$ cat src/design/erri_pkg.sv
package erri_pkg;

	// ****************************************************************
	// Request conditioning
	// ****************************************************************
	localparam int   REQ_COUNT            = 2;
	localparam int   SYNC_STAGES_DEFAULT  = 2;
	localparam int   SYNC_STAGES_MIN      = 2;
	localparam int   REQ_INDEX_A          = 0;
	localparam int   REQ_INDEX_B          = 1;
	localparam logic TRIG_LEVEL           = 1'h0;
	localparam logic TRIG_EDGE            = 1'h1;
	localparam logic LINE_IDLE            = 1'h1;
	localparam logic PULLUP_RESET         = 1'h1;
	localparam logic REQUEST_RESET        = 1'h0;

	// ****************************************************************
	// Reset release and boot mode
	// ****************************************************************
	localparam int   RELEASE_CYCLES_DEFAULT = 16;
	localparam logic BOOT_INTERNAL          = 1'h0;
	localparam logic BOOT_EXTERNAL          = 1'h1;

	typedef enum logic [1:0]
	{
		RST_HELD,
		RST_COUNT,
		RST_DONE
	} erri_rst_state_t;

endpackage

$ cat src/design/erri_req_cond.sv
`timescale 1ns/1ps

module erri_req_cond
#(
	parameter int SYNC_STAGES = erri_pkg::SYNC_STAGES_DEFAULT
)
(
	input  wire logic clk,
	input  wire logic rst,
	input  wire logic reqLine_n,
	input  wire logic lowPower,
	input  wire logic trigMode,
	input  wire logic ack,
	input  wire logic pullupDisable,
	output logic      request_reg,
	output logic      pullupEn_reg
);

	import erri_pkg::*;

	// A shorter chain leaves metastability on the request path
	if (SYNC_STAGES < SYNC_STAGES_MIN)
	begin : gBadStages
		$error("erri_req_cond: SYNC_STAGES below minimum");
	end

	// ****************************************************************
	// Synchroniser and source select
	// ****************************************************************
	logic [SYNC_STAGES-1:0] syncChain_reg;
	logic                   sampled;
	logic                   prevLevel_reg;
	logic                   pending_reg;
	logic                   pending_next;
	logic                   fallSeen;

	// First stage feeds only the second stage
	always_ff @(posedge clk)
	begin
		if (rst)
			syncChain_reg <= {SYNC_STAGES{LINE_IDLE}};
		else
			syncChain_reg <= {syncChain_reg[SYNC_STAGES-2:0], reqLine_n}; // see [RL2] [RL11]
	end

	// Low power bypasses the chain, but request_reg still needs a running clk
	assign sampled = lowPower ? reqLine_n : syncChain_reg[SYNC_STAGES-1]; // see [RL1] [RL2]

	always_ff @(posedge clk)
	begin
		if (rst)
			prevLevel_reg <= LINE_IDLE;
		else
			prevLevel_reg <= sampled;
	end

	// ****************************************************************
	// Trigger
	// ****************************************************************
	assign fallSeen = prevLevel_reg & ~sampled; // see [RL3]

	// A new edge beats an acknowledge in the same cycle
	// Level mode keeps no flag, so a mode switch fires no stale edge
	assign pending_next = (trigMode == TRIG_EDGE)
		&& (fallSeen || (pending_reg && !ack)); // see [RL10]

	always_ff @(posedge clk)
	begin
		if (rst)
			pending_reg <= REQUEST_RESET;
		else
			pending_reg <= pending_next; // see [RL10]
	end

	always_ff @(posedge clk)
	begin
		if (rst)
			request_reg <= REQUEST_RESET;
		else if (trigMode == TRIG_EDGE)
			request_reg <= pending_next; // see [RL3]
		else
			request_reg <= ~sampled; // see [RL3]
	end

	always_ff @(posedge clk)
	begin
		if (rst)
			pullupEn_reg <= PULLUP_RESET;
		else
			pullupEn_reg <= ~pullupDisable; // see [RL4]
	end

endmodule

$ cat src/design/erri_top.sv
// Notes on behaviour
// [RL1] In Stop or Wait, request pins are taken without the synchroniser.
// [RL2] In other modes, request pins are synchronised to the clock first.
// [RL3] Each request is either level-sensitive or falling-edge triggered.
// [RL4] Pull-up disable bit switches off the request pin pull-ups.
// [RL5] While the reset pin is low, the chip stays in reset.
// [RL6] Boot source select pin is captured when the reset pin releases.
// [RL7] Internal reset ends on a clock edge after a fixed cycle count.
// [RL8] Board should drive the reset pin and test reset together.
// [RL9] High boot select boots off-chip unless flash is secured.
// [RL10] Edge-detected request stays pending until acknowledged.
// [RL11] Normal-mode synchroniser is at least two flip-flops deep.
`timescale 1ns/1ps

module erri_top
#(
	parameter int SYNC_STAGES    = erri_pkg::SYNC_STAGES_DEFAULT,
	parameter int RELEASE_CYCLES = erri_pkg::RELEASE_CYCLES_DEFAULT
)
(
	input  wire logic                           clk,
	input  wire logic                           rst,
	input  wire logic                           resetPin_n,
	input  wire logic                           bootSourceSelect,
	input  wire logic                           flashSecured,
	input  wire logic                           lowPowerMode,
	input  wire logic                           extRequestA_n,
	input  wire logic                           extRequestB_n,
	input  wire logic [erri_pkg::REQ_COUNT-1:0] triggerMode,
	input  wire logic [erri_pkg::REQ_COUNT-1:0] requestAck,
	input  wire logic                           pullupDisable,
	output logic      [erri_pkg::REQ_COUNT-1:0] interruptRequest,
	output logic      [erri_pkg::REQ_COUNT-1:0] requestPullupEn,
	output logic                                internalReset,
	output logic                                bootExternal,
	output logic                                bootModeValid
);

	import erri_pkg::*;

	localparam int CNT_W = $clog2(RELEASE_CYCLES + 1);
	localparam logic [CNT_W-1:0] CNT_LAST = CNT_W'(RELEASE_CYCLES - 1);

	if (RELEASE_CYCLES < 1)
	begin : gBadCycles
		$error("erri_top: RELEASE_CYCLES must be at least one");
	end

	if (SYNC_STAGES < SYNC_STAGES_MIN)
	begin : gBadStages
		$error("erri_top: SYNC_STAGES below minimum");
	end

	// ****************************************************************
	// Request conditioning
	// ****************************************************************
	logic [REQ_COUNT-1:0] reqLine_n;

	assign reqLine_n[REQ_INDEX_A] = extRequestA_n;
	assign reqLine_n[REQ_INDEX_B] = extRequestB_n;

	genvar gi;
	generate
		for (gi = 0; gi < REQ_COUNT; gi++)
		begin : gReq
			erri_req_cond #(
				.SYNC_STAGES (SYNC_STAGES)
			) uCond (
				.clk           (clk),
				.rst           (rst),
				.reqLine_n     (reqLine_n[gi]),
				.lowPower      (lowPowerMode),
				.trigMode      (triggerMode[gi]),
				.ack           (requestAck[gi]),
				.pullupDisable (pullupDisable),
				.request_reg   (interruptRequest[gi]),
				.pullupEn_reg  (requestPullupEn[gi])
			);
		end
	endgenerate

	// ****************************************************************
	// Reset sequencing
	// ****************************************************************
	erri_rst_state_t   state_reg;
	erri_rst_state_t   state_next;
	logic [CNT_W-1:0]  cnt_reg;
	logic              releaseEdge;

	// The pin is assumed clean; the Schmitt input does the filtering
	assign releaseEdge = (state_reg == RST_HELD) && resetPin_n;

	always_comb
	begin
		state_next = state_reg;
		case (state_reg)
			RST_HELD:
			begin
				if (resetPin_n)
					state_next = RST_COUNT;
			end
			RST_COUNT:
			begin
				if (!resetPin_n)
					state_next = RST_HELD; // see [RL5]
				else if (cnt_reg == CNT_LAST)
					state_next = RST_DONE; // see [RL7]
			end
			RST_DONE:
			begin
				if (!resetPin_n)
					state_next = RST_HELD; // see [RL5]
			end
			default:
				state_next = RST_HELD;
		endcase
	end

	always_ff @(posedge clk)
	begin
		if (rst)
			state_reg <= RST_HELD;
		else
			state_reg <= state_next;
	end

	always_ff @(posedge clk)
	begin
		if (rst || state_reg != RST_COUNT)
			cnt_reg <= '0;
		else
			cnt_reg <= cnt_reg + 1'h1; // see [RL7]
	end

	// Deasserts on a clock edge, never straight from the pin
	always_ff @(posedge clk)
	begin
		if (rst)
			internalReset <= 1'h1;
		else
			internalReset <= (state_next != RST_DONE); // see [RL5] [RL7]
	end

	// ****************************************************************
	// Boot mode latch
	// ****************************************************************
	// Captured only once per release, so later pin noise is harmless
	always_ff @(posedge clk)
	begin
		if (rst)
			bootExternal <= BOOT_INTERNAL;
		else if (releaseEdge)
			bootExternal <= (bootSourceSelect && !flashSecured)
				? BOOT_EXTERNAL : BOOT_INTERNAL; // see [RL6] [RL9]
	end

	always_ff @(posedge clk)
	begin
		if (rst)
			bootModeValid <= 1'h0;
		else if (releaseEdge)
			bootModeValid <= 1'h1; // see [RL6]
	end

	// ****************************************************************
	// Assertions
	// ****************************************************************
	AST_HOLD_RESET: assert property ( // see [RL5]
		@(posedge clk) disable iff (rst)
		!resetPin_n |=> internalReset ##1 (internalReset || resetPin_n))
		else $error("internal reset dropped while reset pin low");

	AST_RELEASE_COUNT: assert property ( // see [RL7]
		@(posedge clk) disable iff (rst)
		$fell(internalReset) |->
			$past(cnt_reg) == CNT_LAST && $past(resetPin_n))
		else $error("internal reset ended at wrong count");

	AST_RELEASE_START: assert property ( // see [RL7]
		@(posedge clk) disable iff (rst)
		releaseEdge ##1 resetPin_n |-> internalReset && cnt_reg == '0)
		else $error("release did not start counting from zero");

	AST_BOOT_LATCH: assert property ( // see [RL6]
		@(posedge clk) disable iff (rst)
		releaseEdge |=> bootModeValid &&
			bootExternal == ($past(bootSourceSelect) && !$past(flashSecured)))
		else $error("boot source not captured at release");

	AST_BOOT_STABLE: assert property ( // see [RL9]
		@(posedge clk) disable iff (rst)
		!releaseEdge |=> $stable(bootExternal))
		else $error("boot mode changed outside release");

	generate
		for (gi = 0; gi < REQ_COUNT; gi++)
		begin : gAst
			AST_PULLUP: assert property ( // see [RL4]
				@(posedge clk) disable iff (rst)
				##1 requestPullupEn[gi] == !$past(pullupDisable))
				else $error("pull-up enable does not follow disable bit");

			AST_SYNC_LEVEL: assert property ( // see [RL2] [RL11]
				@(posedge clk) disable iff (rst)
				(!lowPowerMode && triggerMode[gi] == TRIG_LEVEL)[*4] |->
					interruptRequest[gi] == !$past(reqLine_n[gi], 3))
				else $error("normal-mode level request not synchronised");

			AST_ASYNC_LEVEL: assert property ( // see [RL1]
				@(posedge clk) disable iff (rst)
				(lowPowerMode && triggerMode[gi] == TRIG_LEVEL)[*2] |->
					interruptRequest[gi] == !$past(reqLine_n[gi]))
				else $error("low-power request not taken directly");

			AST_EDGE_SET: assert property ( // see [RL3]
				@(posedge clk) disable iff (rst)
				(lowPowerMode && triggerMode[gi] == TRIG_EDGE)[*2] ##0
					$fell(reqLine_n[gi]) |=> interruptRequest[gi])
				else $error("falling edge did not raise request");

			AST_EDGE_HOLD: assert property ( // see [RL10]
				@(posedge clk) disable iff (rst)
				(triggerMode[gi] == TRIG_EDGE)[*2] ##0
					(interruptRequest[gi] && !requestAck[gi])
					|=> interruptRequest[gi])
				else $error("pending request lost without acknowledge");

			AST_EDGE_CLEAR: assert property ( // see [RL10]
				@(posedge clk) disable iff (rst)
				(lowPowerMode && triggerMode[gi] == TRIG_EDGE)[*2] ##0
					(requestAck[gi] && $stable(reqLine_n[gi]))
					|=> !interruptRequest[gi])
				else $error("acknowledge did not clear pending request");
		end
	endgenerate

endmodule

$ cat config.mk
export PLATFORM = sky130hd
export DESIGN_NAME = erri_top
export DESIGN_NICKNAME = d
export VERILOG_FILES = /design/src/design/erri_pkg.sv /design/src/design/erri_req_cond.sv /design/src/design/erri_top.sv
export SDC_FILE = /design/constraint.sdc
export NUM_CORES = 1
export LEC_CHECK = 0
export CAP_MARGIN = 20
export CORE_MARGIN = 4
export CORE_UTILIZATION = 50
export DETAILED_ROUTE_END_ITERATION = 12
export DONT_BUFFER_PORTS = 1
export HOLD_SLACK_MARGIN = 0.02
export PLACE_DENSITY = 0.74
export SLEW_MARGIN = 5
export SYNTH_ARGS = -nofsm -noshare
export SYNTH_HDL_FRONTEND = slang
export SYNTH_SLANG_ARGS = --single-unit
$ cat constraint.sdc
create_clock -name clk -period 2 [get_ports clk]
set_clock_uncertainty 0.15 [all_clocks]
set_input_delay 0.5 -clock clk [delete_from_list [all_inputs] [get_ports clk]]
set_output_delay 0.5 -clock clk [all_outputs]
set_load 0.1 [all_outputs]
After elaboration in Yosys (flattened, before gate mapping) --
Index checks and enable logic that the tools add are counted.
Word-level totals: register bits 21, input port bits 13
Cells by class: $add $sub $neg 1, equal/unequal tests 5, multiplexer cells 10, bitwise logic cells 5, reductions and logical operators 13
Operator list (count):
- 2-bit 2-to-1 mux | 4
- 1-bit logical AND | 6
- 2-bit one-hot mux with 3 select lines | 1
- 5-bit by 1-bit adder with 5-bit output (second input constant) | 1
- 5-bit by 4-bit equality test with 1-bit output (second input constant) | 1
- 1-bit 2-to-1 mux | 5
- 1-bit logical NOT | 3
- 1-bit logical OR | 3
- 1-bit inverter | 3
- 1-bit bitwise AND | 2
- 2-bit by 1-bit equality test with 1-bit output (second input constant) | 1
- 2-bit equality test (second input constant) | 1
- 2-bit logical NOT | 1
- 2-bit by 1-bit inequality test with 1-bit output (second input constant) | 1
- 2-bit inequality test (second input constant) | 1

Logic depth before layout (Yosys ltp) --
depth after elaboration 6, depth in mapped cells 5, mapped depth without buffers 5

Hierarchy --
Synthesis repeated with hierarchy kept, for this count alone.
Unflattened totals: cells, all modules 68, area total of the unflattened synthesis 787.0 sq um
By module, submodules not included:
- erri_top | times used 1, cells an instance 36, area each 394.1 sq um
- erri_req_cond | times used 2, cells an instance 16, area each 196.4 sq um

Worst setup path before layout --
No wires, ideal clock.
kind reg-to-output, start register bootExternal, end output bootExternal, data arrival time 0.925 ns, slack 0.425 ns, cell stages (with the launch flop) 1, path buffers 0, cells stage by stage dfxtp_1
RTL lines:
- start, declared | RTL line erri_top.sv:35 | output logic bootExternal,
- start signal, assigned | RTL line erri_top.sv:153 | bootExternal <= (bootSourceSelect && !flashSecured)
No word-level cell between the ends.

Worst setup path in the final report --
start register bootModeValid, end output bootModeValid
RTL lines:
- start, declared | RTL line erri_top.sv:36 | output logic bootModeValid
- start signal, assigned | RTL line erri_top.sv:160 | bootModeValid <= 1'h0;
- start signal, assigned | RTL line erri_top.sv:162 | bootModeValid <= 1'h1;
No word-level cell between the ends.

==> impl_metrics.py <==
metrics = {
    "synthesis": {
        "synth-compound-area-share_pct": 8.15,
        "syn_area_um2": 798,
        "yosys.area_share.adder_pct": 3.13,
        "synth_top_family_by_area": "simple AND/OR/NAND/NOR gates",
        "synthXorXnorAreaFrac_pct": 1.10,
        "synth_seq_cells": 21,
        "synthSimpleGateAreaFrac_pct": 23.2,
        "synthCells": 72,
        "synth_nets": 87,
        "yosysUniqueCellTypes": 28,
        "syn_area_per_cell_um2": 11.1,
        "muxShareOfSynthArea_pct": 5.17,
        "yosysSeqAreaShare_pct": 52.7,
        "yosys_warnings": 0,
    },
    "finish": {
        "finalNonFillerCells": 93,
        "final_area_um2": 862,
        "diodes": 0,
        "layout_commonest_cell": "dfxtp_1",
        "fin_util_pct": 57.2,
        "final_cell_mix": "dfxtp_1, nand2b_1, buf_4, or2_2",
        "nets": 93,
        "area_growth_pct": 7.99,
        "fillers": 128,
        "largest_reg_flops": 5,
        "drive_gt1_share_pct": 23.4,
    },
    "outcome": {
        "status": "completed",
    },
    "timing": {
        "setup-violations-final": 0,
        "fin_crit_sh_pct": 80.2,
        "holdWs_ps": 101,
        "max_clock_freq_mhz": 623,
        "slew_viol_final": 0,
        "worst_slew_pin_slew_ps": 314,
        "hold_viol": 0,
        "totalNegativeSetupSlack_ps": 0,
        "post-route-min-period_ps": 1600,
        "setup_slack_ps": 395,
        "maxSlewHeadroom_pct": 79.1,
        "rsz0062_at_grt": "false",
    },
    "floorplanning": {
        "start_util_pct": 53.0,
        "die_h_um": 48.0,
        "io-pin-count": 20,
        "dieArea_mm2": 0.00230,
        "die_w_um": 48.0,
        "rows": 14,
        "fp.coreArea_mm2": 0.00151,
    },
    "clock_network": {
        "numCtsBuffers": 3,
        "cts_hold_buf": 0,
        "clock_latency_ps": 300,
        "post_cts_resized": 0,
        "cts_max_path_buffers": 2,
        "root_buffer": "clkbuf_4",
        "clock-sinks": 21,
        "cts_tree": "yes",
        "post-cts-setup-buffers": 0,
        "clk_pin_slew_worst_paths_ps": 110,
        "htree_num_levels": 1,
    },
    "routing": {
        "drtAntennaViolNets": 0,
        "viasPerCell": 5.45,
        "drt_drc_violations_left": 0,
        "route.detailed.wl_per_inst_um": 13.9,
        "via_count": 507,
        "drt_pass1_iterations": 3,
        "drt-total-wl_mm": 1.30,
        "drt_iter0_drc": 3,
    },
    "placed_design": {
        "gp_congestion": 0.690,
        "dp_cells": 89,
        "hpwl_um": 993,
        "place_area_um2": 836,
        "place_ws_ps": 640,
        "numPortBuffers": 0,
    },
    "critical_path": {
        "endpoint_kind": "primary output",
        "crit_chain": "buf_4",
        "crit_path_start_kind": "flop",
        "worstPathMaxFanout": 2,
        "crit_arrival_ps": 950,
        "cp_slowest_cell": "dfxtp_1",
        "crit_family": "flip-flops",
        "cp.required_ps": 1350,
        "slowest_delay_ps": 360,
        "crit_buf_inv": 1,
        "critical_path_class": "flop to primary output",
    },
    "power": {
        "power.total_mw": 0.734,
        "power_density_mw_per_mm2": 851,
        "p_leak_nw": 0.348,
        "irDropWorstVdd_mv": 0.524,
    },
    "global_route": {
        "grt_pass1_wl_mm": 1.84,
        "grtUsageTotal_pct": 12.6,
        "gr-total-overflow": 0,
        "grt_max_degree": 16,
        "antenna_found_initial": 0,
        "grt_pass1_vias": 464,
    },
    "hold_path": {
        "hp-class": "primary input to flop",
    },
    "flow_run": {
        "drv_cap": 0,
    },
}
-- area by class of cell --
class                      instances  area, um^2  area share, %
clock buffer                       4        26.3           3.05
tap                               16        20.0           2.32
sequential                        21         422           48.9
timing repair buffer               6        57.6           6.68
multi-input combinational         43         325           37.7
inverter                           3        11.3           1.31
-- routing by layer --
| metal | GRT usage (%) | part of all wire [%] | up-vias |
|---|---|---|---|
| li1 | - | - | 255 |
| met1 | 10.6 | 38 | 234 |
| met2 | 23.2 | 51 | 14 |
| met3 | 5.64 | 8.6 | 4 |
| met4 | 8.06 | 2.2 | 0 |
| met5 | 0 | 0 | - |
-- worst paths after layout --
| path | depth (start not counted) | start | slack (ps) | end |
|---|---|---|---|---|
| setup / recovery | 1 | bootModeValid | 400 | bootModeValid |
| hold / removal | 1 | pullupDisable | 100 | gReq[0].uCond.pullupEn_reg |
| setup reg to reg | 5 | cnt_reg[0] | 610 | internalReset |
| hold reg to reg | 1 | gReq[0].uCond.syncChain_reg[0] | 270 | gReq[0].uCond.syncChain_reg[1] |
-- synth_stat cells --
cell type,count,area [um^2]
nor2_1,3,11.3
dfxtp_1,21,420
a22o_1,2,17.5
and4bb_2,1,12.5
or3b_4,1,11.3
o21a_1,1,7.51
nor3b_1,3,22.5
nand2_1,3,11.3
ha_1,2,25.0
a211oi_1,1,7.51
mux2i_1,3,30.0
and3b_1,2,17.5
nand3b_1,1,7.51
or2_2,4,25.0
a21o_1,1,7.51
or3b_1,1,8.76
buf_4,4,30.0
nand3_1,1,5.00
a32o_1,2,20.0
nor4b_1,1,8.76
a21oi_1,1,5.00
nor2_2,1,6.26
nand2b_1,5,31.3
and3_1,1,6.26
inv_1,3,11.3
buf_6,1,11.3
xnor2_1,1,8.76
mux2_2,1,11.3
-- power breakdown --
part	switching [mW]	total, mW	leakage, nW	internal (mW)
logic	0.0655	0.0939	0.161	0.0284
clock network	0.121	0.199	0.0150	0.0778
registers	0.00674	0.441	0.172	0.434
total	0.194	0.734	0.348	0.540
-- logic make-up after synthesis --
group,after synthesis
buffers and inverters,8
muxes,4
adders and majority gates,2
xor gates and xnor gates,1
AOI/OAI and AO/OA,8
and+or+nand+nor,28
DFF,21
(Power assumes the default switching activity.)
